===== src/rtl/hbmd_pkg.sv =====
package hbmd_pkg;

    // ------------------------------------------------------------------
    // Register map
    // ------------------------------------------------------------------
    localparam logic [31:0] OFFSET_CONTROL_1    = 32'h0000_0000;
    localparam logic [31:0] OFFSET_STATE        = 32'h0000_0004;
    localparam logic [31:0] OFFSET_CONTROL_3    = 32'h0000_0008;
    localparam logic [31:0] OFFSET_EVENT_STATUS = 32'h0000_000C;
    localparam logic [31:0] OFFSET_EVENT_MASK   = 32'h0000_0010;

    localparam logic [2:0] REG_CONTROL_1    = 3'h0;
    localparam logic [2:0] REG_STATE        = 3'h1;
    localparam logic [2:0] REG_CONTROL_3    = 3'h2;
    localparam logic [2:0] REG_EVENT_STATUS = 3'h3;
    localparam logic [2:0] REG_EVENT_MASK   = 3'h4;
    localparam logic [2:0] REG_UNMAPPED     = 3'h7;

    // ------------------------------------------------------------------
    // Field positions and reset values
    // ------------------------------------------------------------------
    localparam int MODE_FIELD_LSB      = 0;
    localparam int FORCE_OFF_A_BIT     = 0;
    localparam int FORCE_OFF_B_BIT     = 1;
    localparam int STATE_MODE_LSB      = 0;
    localparam int STATE_SERIAL_BIT    = 2;
    localparam int STATE_POWERED_BIT   = 3;
    localparam int STATE_ENABLE_A_BIT  = 4;
    localparam int STATE_ENABLE_B_BIT  = 5;
    localparam int STATE_LEVEL_A_BIT   = 6;
    localparam int STATE_LEVEL_B_BIT   = 7;

    localparam int EVT_MODE_LATCHED = 0;
    localparam int EVT_FAULT_A      = 1;
    localparam int EVT_FAULT_B      = 2;
    localparam int EVT_SLEEP        = 3;
    localparam int EVT_WIDTH        = 4;

    localparam logic [1:0] MODE_PHASE_DRIVE = 2'h0;
    localparam logic [1:0] MODE_TWO_PWM     = 2'h1;
    localparam logic [1:0] MODE_INDEPENDENT = 2'h2;
    localparam logic [1:0] MODE_INPUTS_OFF  = 2'h3;

    localparam logic [1:0] STRAP_GROUND   = 2'h0;
    localparam logic [1:0] STRAP_HIGH     = 2'h1;
    localparam logic [1:0] STRAP_RESISTOR = 2'h2;

    localparam logic [1:0]           MODE_FIELD_RESET = MODE_TWO_PWM;
    localparam logic [1:0]           FORCE_OFF_RESET  = 2'h0;
    localparam logic [EVT_WIDTH-1:0] EVENT_RESET      = 4'h0;

    // ------------------------------------------------------------------
    // Types
    // ------------------------------------------------------------------
    typedef struct packed {
        logic enable;
        logic level;
    } hbmd_half_type;

    typedef struct packed {
        hbmd_half_type a;
        hbmd_half_type b;
    } hbmd_bridge_type;

    typedef struct packed {
        logic       low_power_request_n;
        logic       bridge_disable;
        logic       bridge_input_a;
        logic       bridge_input_b;
        logic       overcurrent_fault_a;
        logic       overcurrent_fault_b;
        logic       internal_logic_supply_ok;
        logic       serial_variant;
        logic [1:0] mode_strap;
    } hbmd_pins_type;

    localparam hbmd_pins_type PINS_RESET = 10'h000;

    typedef enum logic {
        PWR_WAIT_SUPPLY,
        PWR_ACTIVE
    } hbmd_power_type;

    typedef struct packed {
        hbmd_pins_type ff1;
        hbmd_pins_type ff2;
        hbmd_pins_type ff3;
        hbmd_pins_type stable;
    } hbmd_sync_state_type;

    typedef struct packed {
        logic [1:0]           rst_release;
        hbmd_power_type       power;
        logic                 serial_variant;
        logic [1:0]           mode_field;
        logic [1:0]           active_mode;
        logic [1:0]           force_off;
        logic [EVT_WIDTH-1:0] status;
        logic [EVT_WIDTH-1:0] mask;
        logic                 prev_sleep_n;
        logic                 prev_disable;
        logic                 prev_fault_a;
        logic                 prev_fault_b;
        hbmd_bridge_type      bridge;
        logic [31:0]          prdata;
        logic                 pslverr;
        logic                 irq;
    } hbmd_state_type;

endpackage


===== src/rtl/hbmd_decoder.sv =====
// Function
// - Mode 00 is phase/drive, 01 two-input PWM (reset), 10 independent, 11 outputs off.
// - A grounded strap gives phase/drive, a high one two-input PWM, the resistor independent.
// - The strap is captured only at power-up and on leaving sleep.
// - The strap is sampled only once the logic supply is up.
// - The serial variant takes its mode from the first control register.
// - The serial variant loads that mode at power-up and when disable falls.
// - Sleep or disable turns both outputs off; phase/drive follows drive and phase.
// - Two-input PWM maps 00 off, 01 A low B high, 10 A high B low, 11 both high.
// - Independent mode drives each output from its own input.
// - In independent mode an overcurrent on one half turns off only that half.
// - In independent mode a force-off bit, reset zero, turns its output off.
// - The pin variant has no per-output force-off.
//
// Implementation choices: the register offsets and the APB slave port.
`timescale 1ns/1ns

module hbmd_decoder (
    input  wire logic                    ref_clk,
    input  wire logic                    rst_b,
    input  wire logic                    psel,
    input  wire logic                    penable,
    input  wire logic                    pwrite,
    input  wire logic [31:0]             paddr,
    input  wire logic [31:0]             pwdata,
    input  wire logic [3:0]              pstrb,
    output      logic                    pready,
    output      logic [31:0]             prdata,
    output      logic                    pslverr,
    input  wire logic                    low_power_request_n,
    input  wire logic                    bridge_disable,
    input  wire logic                    bridge_input_a,
    input  wire logic                    bridge_input_b,
    input  wire logic                    overcurrent_fault_a,
    input  wire logic                    overcurrent_fault_b,
    input  wire logic                    internal_logic_supply_ok,
    input  wire logic                    serial_variant,
    input  wire logic [1:0]              mode_strap,
    output      hbmd_pkg::hbmd_half_type bridge_output_a,
    output      hbmd_pkg::hbmd_half_type bridge_output_b,
    output      logic                    irq
);
    import hbmd_pkg::*;

    hbmd_state_type st;
    hbmd_state_type next_st;
    hbmd_pins_type  pins_async;
    hbmd_pins_type  pins;
    logic           rst_sync_b;

    // ------------------------------------------------------------------
    // Address decode and mode tables
    // ------------------------------------------------------------------
    function automatic logic [2:0] decode_addr(input logic [31:0] addr);
        logic [2:0] idx;
        idx = REG_UNMAPPED;
        if (addr == OFFSET_CONTROL_1) begin
            idx = REG_CONTROL_1;
        end else if (addr == OFFSET_STATE) begin
            idx = REG_STATE;
        end else if (addr == OFFSET_CONTROL_3) begin
            idx = REG_CONTROL_3;
        end else if (addr == OFFSET_EVENT_STATUS) begin
            idx = REG_EVENT_STATUS;
        end else if (addr == OFFSET_EVENT_MASK) begin
            idx = REG_EVENT_MASK;
        end
        return idx;
    endfunction

    function automatic logic [1:0] strap_to_mode(input logic [1:0] strap);
        logic [1:0] mode;
        mode = MODE_TWO_PWM;
        case (strap)
            STRAP_GROUND: begin
                mode = MODE_PHASE_DRIVE;
            end
            STRAP_HIGH: begin
                mode = MODE_TWO_PWM;
            end
            STRAP_RESISTOR: begin
                mode = MODE_INDEPENDENT;
            end
            default: begin
                mode = MODE_TWO_PWM;
            end
        endcase
        return mode;
    endfunction

    function automatic hbmd_bridge_type drive_bridge(input logic [1:0] mode,
                                                     input logic       in_a,
                                                     input logic       in_b);
        hbmd_bridge_type br;
        br = '0;
        case (mode)
            MODE_PHASE_DRIVE: begin
                br.a.enable = 1'b1;
                br.b.enable = 1'b1;
                br.a.level  = ~in_a | in_b;
                br.b.level  = ~in_a | ~in_b;
            end
            MODE_TWO_PWM: begin
                br.a.enable = in_a | in_b;
                br.b.enable = in_a | in_b;
                br.a.level  = in_a;
                br.b.level  = in_b;
            end
            MODE_INDEPENDENT: begin
                br.a.enable = 1'b1;
                br.b.enable = 1'b1;
                br.a.level  = in_a;
                br.b.level  = in_b;
            end
            default: begin
                br = '0;
            end
        endcase
        return br;
    endfunction

    // ------------------------------------------------------------------
    // Input synchronisation
    // ------------------------------------------------------------------
    assign pins_async = {low_power_request_n, bridge_disable, bridge_input_a, bridge_input_b,
                         overcurrent_fault_a, overcurrent_fault_b, internal_logic_supply_ok,
                         serial_variant, mode_strap};

    hbmd_pin_sync u_pin_sync (
        .ref_clk     (ref_clk),
        .rst_sync_b  (rst_sync_b),
        .pins_async  (pins_async),
        .pins_stable (pins)
    );

    // ------------------------------------------------------------------
    // Next-state logic
    // ------------------------------------------------------------------
    always_comb begin
        logic                 setup;
        logic                 wr;
        logic [2:0]           idx;
        logic [EVT_WIDTH-1:0] events;
        logic [EVT_WIDTH-1:0] clear;
        logic                 sleep_rise;
        logic                 disable_fall;
        logic                 off_a;
        logic                 off_b;
        logic                 fault_any;
        hbmd_bridge_type      br;

        setup        = psel & ~penable;
        wr           = psel & penable & pwrite;
        idx          = decode_addr(paddr);
        events       = '0;
        clear        = '0;
        sleep_rise   = pins.low_power_request_n & ~st.prev_sleep_n;
        disable_fall = ~pins.bridge_disable & st.prev_disable;
        off_a        = 1'b0;
        off_b        = 1'b0;
        fault_any    = 1'b0;
        br           = '0;

        next_st              = st;
        next_st.rst_release  = st.rst_release;
        next_st.prev_sleep_n = pins.low_power_request_n;
        next_st.prev_disable = pins.bridge_disable;
        next_st.prev_fault_a = pins.overcurrent_fault_a;
        next_st.prev_fault_b = pins.overcurrent_fault_b;

        // Power-up and mode latching.
        case (st.power)
            PWR_WAIT_SUPPLY: begin
                if (pins.internal_logic_supply_ok) begin
                    next_st.power          = PWR_ACTIVE;
                    next_st.serial_variant = pins.serial_variant;
                    if (pins.serial_variant) begin
                        next_st.active_mode = st.mode_field;
                    end else begin
                        next_st.active_mode = strap_to_mode(pins.mode_strap);
                    end
                    events[EVT_MODE_LATCHED] = 1'b1;
                end
            end
            PWR_ACTIVE: begin
                if (!pins.internal_logic_supply_ok) begin
                    next_st.power = PWR_WAIT_SUPPLY;
                end else if (!st.serial_variant && sleep_rise) begin
                    next_st.active_mode      = strap_to_mode(pins.mode_strap);
                    events[EVT_MODE_LATCHED] = 1'b1;
                end else if (st.serial_variant && disable_fall) begin
                    next_st.active_mode      = st.mode_field;
                    events[EVT_MODE_LATCHED] = 1'b1;
                end
            end
            default: begin
                next_st.power = PWR_WAIT_SUPPLY;
            end
        endcase

        events[EVT_FAULT_A] = pins.overcurrent_fault_a & ~st.prev_fault_a;
        events[EVT_FAULT_B] = pins.overcurrent_fault_b & ~st.prev_fault_b;
        events[EVT_SLEEP]   = ~pins.low_power_request_n & st.prev_sleep_n;

        // Output decode from the synchronised inputs.
        br        = drive_bridge(st.active_mode, pins.bridge_input_a, pins.bridge_input_b);
        fault_any = pins.overcurrent_fault_a | pins.overcurrent_fault_b;
        if (st.active_mode == MODE_INDEPENDENT) begin
            off_a = pins.overcurrent_fault_a;
            off_b = pins.overcurrent_fault_b;
            if (st.serial_variant) begin
                off_a = off_a | st.force_off[FORCE_OFF_A_BIT];
                off_b = off_b | st.force_off[FORCE_OFF_B_BIT];
            end
        end else begin
            off_a = fault_any;
            off_b = fault_any;
        end
        if (!pins.low_power_request_n || pins.bridge_disable || st.power != PWR_ACTIVE) begin
            off_a = 1'b1;
            off_b = 1'b1;
        end
        next_st.bridge.a.enable = br.a.enable & ~off_a;
        next_st.bridge.b.enable = br.b.enable & ~off_b;
        next_st.bridge.a.level  = br.a.level & ~off_a;
        next_st.bridge.b.level  = br.b.level & ~off_b;

        // Writes land at the access edge.
        if (wr && pstrb[0]) begin
            if (idx == REG_CONTROL_1) begin
                next_st.mode_field = pwdata[MODE_FIELD_LSB +: 2];
            end else if (idx == REG_CONTROL_3) begin
                next_st.force_off[FORCE_OFF_A_BIT] = pwdata[FORCE_OFF_A_BIT];
                next_st.force_off[FORCE_OFF_B_BIT] = pwdata[FORCE_OFF_B_BIT];
            end else if (idx == REG_EVENT_STATUS) begin
                clear = pwdata[EVT_WIDTH-1:0];
            end else if (idx == REG_EVENT_MASK) begin
                next_st.mask = pwdata[EVT_WIDTH-1:0];
            end
        end
        next_st.status = (st.status & ~clear) | events;
        next_st.irq    = |(next_st.status & next_st.mask);

        // Read data are prepared in the setup cycle.
        if (setup) begin
            next_st.prdata  = '0;
            next_st.pslverr = 1'b0;
            if (idx == REG_CONTROL_1) begin
                next_st.prdata[MODE_FIELD_LSB +: 2] = st.mode_field;
            end else if (idx == REG_STATE) begin
                next_st.prdata[STATE_MODE_LSB +: 2]  = st.active_mode;
                next_st.prdata[STATE_SERIAL_BIT]     = st.serial_variant;
                next_st.prdata[STATE_POWERED_BIT]    = (st.power == PWR_ACTIVE);
                next_st.prdata[STATE_ENABLE_A_BIT]   = st.bridge.a.enable;
                next_st.prdata[STATE_ENABLE_B_BIT]   = st.bridge.b.enable;
                next_st.prdata[STATE_LEVEL_A_BIT]    = st.bridge.a.level;
                next_st.prdata[STATE_LEVEL_B_BIT]    = st.bridge.b.level;
            end else if (idx == REG_CONTROL_3) begin
                next_st.prdata[1:0] = st.force_off;
            end else if (idx == REG_EVENT_STATUS) begin
                next_st.prdata[EVT_WIDTH-1:0] = st.status;
            end else if (idx == REG_EVENT_MASK) begin
                next_st.prdata[EVT_WIDTH-1:0] = st.mask;
            end else begin
                next_st.pslverr = 1'b1;
            end
        end
    end

    // ------------------------------------------------------------------
    // Reset release
    // ------------------------------------------------------------------
    logic [1:0] rst_release;

    always_ff @(posedge ref_clk or negedge rst_b) begin
        if (!rst_b) begin
            rst_release <= 2'h0;
        end else begin
            rst_release <= {rst_release[0], 1'b1};
        end
    end

    assign rst_sync_b = rst_release[1];

    // ------------------------------------------------------------------
    // State register
    // ------------------------------------------------------------------
    always_ff @(posedge ref_clk or negedge rst_sync_b) begin
        if (!rst_sync_b) begin
            st                <= '0;
            st.power          <= PWR_WAIT_SUPPLY;
            st.mode_field     <= MODE_FIELD_RESET;
            st.active_mode    <= MODE_FIELD_RESET;
            st.force_off      <= FORCE_OFF_RESET;
            st.status         <= EVENT_RESET;
            st.mask           <= EVENT_RESET;
        end else begin
            st <= next_st;
        end
    end

    assign pready          = 1'b1;
    assign prdata          = st.prdata;
    assign pslverr         = st.pslverr;
    assign bridge_output_a = st.bridge.a;
    assign bridge_output_b = st.bridge.b;
    assign irq             = st.irq;

endmodule


===== src/rtl/hbmd_pin_sync.sv =====
`timescale 1ns/1ns

module hbmd_pin_sync (
    input  wire logic                   ref_clk,
    input  wire logic                   rst_sync_b,
    input  wire hbmd_pkg::hbmd_pins_type pins_async,
    output      hbmd_pkg::hbmd_pins_type pins_stable
);
    import hbmd_pkg::*;

    hbmd_sync_state_type st;
    hbmd_sync_state_type next_st;

    // ------------------------------------------------------------------
    // A bit changes only once stages two and three agree.
    // ------------------------------------------------------------------
    always_comb begin
        next_st        = st;
        next_st.ff1    = pins_async;
        next_st.ff2    = st.ff1;
        next_st.ff3    = st.ff2;
        next_st.stable = (~(st.ff2 ^ st.ff3) & st.ff3) | ((st.ff2 ^ st.ff3) & st.stable);
    end

    always_ff @(posedge ref_clk or negedge rst_sync_b) begin
        if (!rst_sync_b) begin
            st <= {PINS_RESET, PINS_RESET, PINS_RESET, PINS_RESET};
        end else begin
            st <= next_st;
        end
    end

    assign pins_stable = st.stable;

endmodule


===== config.mk =====
export PLATFORM = sky130hd
export DESIGN_NAME = hbmd_decoder
export DESIGN_NICKNAME = d
export VERILOG_FILES = /design/src/rtl/hbmd_pkg.sv /design/src/rtl/hbmd_decoder.sv /design/src/rtl/hbmd_pin_sync.sv
export SDC_FILE = /design/constraint.sdc
export NUM_CORES = 1
export LEC_CHECK = 0
export BUFFER_PORTS_ARGS = -buffer_cell sky130_fd_sc_hd__buf_2
export CAP_MARGIN = 20
export CELL_PAD_IN_SITES_DETAIL_PLACEMENT = 1
export CELL_PAD_IN_SITES_GLOBAL_PLACEMENT = 2
export CORE_ASPECT_RATIO = 0.6
export CORE_MARGIN = 10
export CORE_UTILIZATION = 25
export DETAILED_ROUTE_END_ITERATION = 8
export PLACE_DENSITY_LB_ADDON = 0.1
export REMOVE_ABC_BUFFERS = 1
export SYNTH_ARGS = -nofsm -noshare
export SYNTH_HDL_FRONTEND = slang
export SYNTH_HIERARCHICAL = 1
export SYNTH_SLANG_ARGS = --single-unit

===== constraint.sdc =====
create_clock -name ref_clk -period 3.1 [get_ports ref_clk]
set_clock_uncertainty 0.15 [all_clocks]
set_input_delay 0.155 -clock ref_clk [delete_from_list [all_inputs] [get_ports ref_clk]]
set_output_delay 0.155 -clock ref_clk [all_outputs]
set_load 0.005 [all_outputs]

==> metrics.txt <==
status finished, final reports clean; Yosys warnings 6; Mapped Area 3272 um^2; initial core utilization 25.54%; commonest non-fill, non-tap cell in the layout dfrtp_1; Slew headroom 37.79%; synthesis-to-finish area growth 22.49%; Core Rows 32; post-synth cell types 48; Tot GR Track Use 8.889%; Post-synth EDFFs 0; Setup TNS 0 ns; crit path capture type flip-flop; vias per cell 4.059; FF-to-FF path depth 4; antenna cell count 0; synthesized flop and latch total 76; Compound-Gate Fraction of Synth Area 8.681%; first-pass GRT wire length 12.73 mm; final wirelength 8.004 mm; largest net degree at the start of global routing 75; Die Area 18210 um^2; post-DP HPWL 6.135 mm; Pleak 1.847 nW; Post-Synth Adder-Cell Area 3.748%; multiplexer share of the synthesized area 3.212%; Max clock buf depth 2; crit-path max cell delay 0.80 ns; vias in the first global route 2258; critical-path cell list nand2b_1, nor2_1, a2111oi_0, nor3b_1; root buffer cell clkbuf_16; most frequent cells in the layout dfrtp_1 (73), buf_2 (65), conb_1 (26), dlygate4sd3_1 (16), nand2_1 (15); Top FF cell, synth dfrtp_1; clock slew at reported path FFs 0.06 ns; placer congestion estimate 0.7118; worst-skew pair later-pin latency 0.34 ns; First-pass DRT Iterations 4; max-slew violation count 0; Avg Inst Size Synth 12.25 um^2; Req. time, crit path 3.18 ns; pre-CTS setup slack 0.6605 ns; RSZ-0062 raised after global routing false; main combinational cell family by area after synthesis simple AND/OR/NAND/NOR gates; H-tree levels 3; port bufs 65; Synth top area share 56.60%; CP Data Arrival Time 2.30 ns; clk sinks 76; Final setup viols 0; CP max FO 7; antenna-violating nets left 0; Startpoint Class flip-flop; Final period util 71.54%; reg2reg setup slack 0.88 ns; die extent in x 167.7 um; post-synthesis sequential area ratio 58.20%; ys async rst share 100.0%; hold path depth 4; share of cells above drive strength 1 33.92%; post-synth top area cell dfrtp_1; Synth Area in Simple Gates 12.96%; I/O pin count 122; final worst path period need 2.218 ns; hold endpoint prdata[1]$_DFFE_PN0P_; Worst R2R End bridge_output_a[0]$_DFF_PN0_; TritonCTS clock tree done; Worst-Margin Slew 0.9097 ns; Setup Crit Path Kind flip-flop to flip-flop; die height 108.6 um; max-cap violations 0; final worst slack 0.8823 ns; FMAX 450.9 MHz; Hold Path Class input port to flip-flop; initial antenna violation count 0; WL/cell 15.72 um; Worst Min Path Start penable; Final #Nets 417; CP max stage cell a2111oi_0; via count 2066; GRT Residual Overflow 0; cts bufs inserted 9; Synth area leaders dfrtp_1 (57%), buf_4 (11%), maj3_2 (3.4%), o21ai_0 (2.1%), nand2_1 (1.7%); core area 12810 um^2; Peak supply drop 0.2663 mV; post-synthesis xor/xnor area fraction 0%; Mapped Cells 267; PD cells 578.5 nW/um^2; # DRC 0; RR Startpoint st[52]$_DFFE_PN1P_; initial drt markers 84; Hold Vio Cnt, Final 0
[cell type report]
class                      count  area (um^2)
clock buffer                   9        225.2
clock inverter                 7        65.06
fill                        1427         8805
inverter                      12        45.04
multi-input combinational    151         1033
sequential                    76         1906
tap                          170        212.7
timing repair buffer          84        520.5
[cells in the mapped netlist, types with 2 or more instances]
cell type and n:
mux2_4 2, mux2i_1 3, clkbuf_1 3, o21ai_0 14, nand2b_1 4, nor2b_1 2, nand2_1 15, conb_1 2
nor3_1 3, dfstp_2 2, dfrtp_1 74, nand3b_1 3, and2_1 3, nand4_1 5, a22o_1 4, a22oi_1 4
nand3_1 2, nor2_1 9, o41ai_1 2, a2111oi_0 2, a21oi_1 6, mux2_2 4, maj3_2 10, nor4_2 4
nor3b_1 2, buf_4 47, nand4_2 2, nor4_4 2, inv_1 12, o31ai_1 2
[where the power goes]
part | switching (mW) | leakage [nW] | internal [mW] | total (mW)
clock network | 0.455 | 0.141 | 0.563 | 1.02
registers | 0.0573 | 0.914 | 1.05 | 1.11
logic | 0.0993 | 0.792 | 0.0898 | 0.189
total | 0.612 | 1.85 | 1.71 | 2.32
[routing by layer]
layer,vias to the layer above,wire (um),global-route usage (%)
li1,1000,-,-
met1,1003,4141,12.64
met5,-,0,0
met3,11,483,3.953
met2,52,3317,11.79
met4,0,62,2.413
[critical path, delay by kind of cell (launching register included)]
kind	cells	cell delay, ns
AOI/OAI and AO/OA	1	0.80
DFF	1	0.60
and+or+nand+nor	3	0.57
[how the worst max path moves through the flow]
stage / depth (start not counted) / start / to / slack, ns
CTS: 4 / st[52]$_DFFE_PN1P_ / bridge_output_a[0]$_DFF_PN0_ / 0.89
global placement: 7 / paddr[18] / irq$_DFF_PN0_ / 0.63
global route: 4 / st[52]$_DFFE_PN1P_ / bridge_output_a[0]$_DFF_PN0_ / 0.85
detailed placement: 7 / paddr[13] / irq$_DFF_PN0_ / 0.66
floorplan: 0 / rst_release[1]$_DFF_PN0_ / bridge_output_a[0]$_DFF_PN0_ / 0.68
finish: 4 / st[52]$_DFFE_PN1P_ / bridge_output_a[0]$_DFF_PN0_ / 0.88
[what timing repair did]
action                                 4_1_cts  5_1_grt
endpoints found under the hold margin       19        0
resized for setup                            0        0
setup buffers                                0        0
hold buffers                                16        0
[cell families after synthesis]
| group | count (synthesis) |
|---|---|
| DFF | 76 |
| buffers and inverters | 64 |
| and+or+nand+nor | 64 |
| AOI/OAI and AO/OA | 41 |
| adders and majority gates | 11 |
| muxes | 9 |
| other | 2 |
[per-stage QoR]
stage	std cells	hold WS [ns]	total power [mW]	utilization [%]	area (um^2)
after global placement	477	-0.2088	1.300	27.76	3557
after floorplan	239	-0.2906	1.205	-	2983
after detailed placement	477	-0.2051	1.308	27.76	3557
after CTS	509	0.02070	2.366	31.28	4008
final	509	0.04132	2.318	31.28	4008
after global routing	509	0.06436	2.452	31.28	4008
No activity file was read; power rests on OpenSTA's default activity.
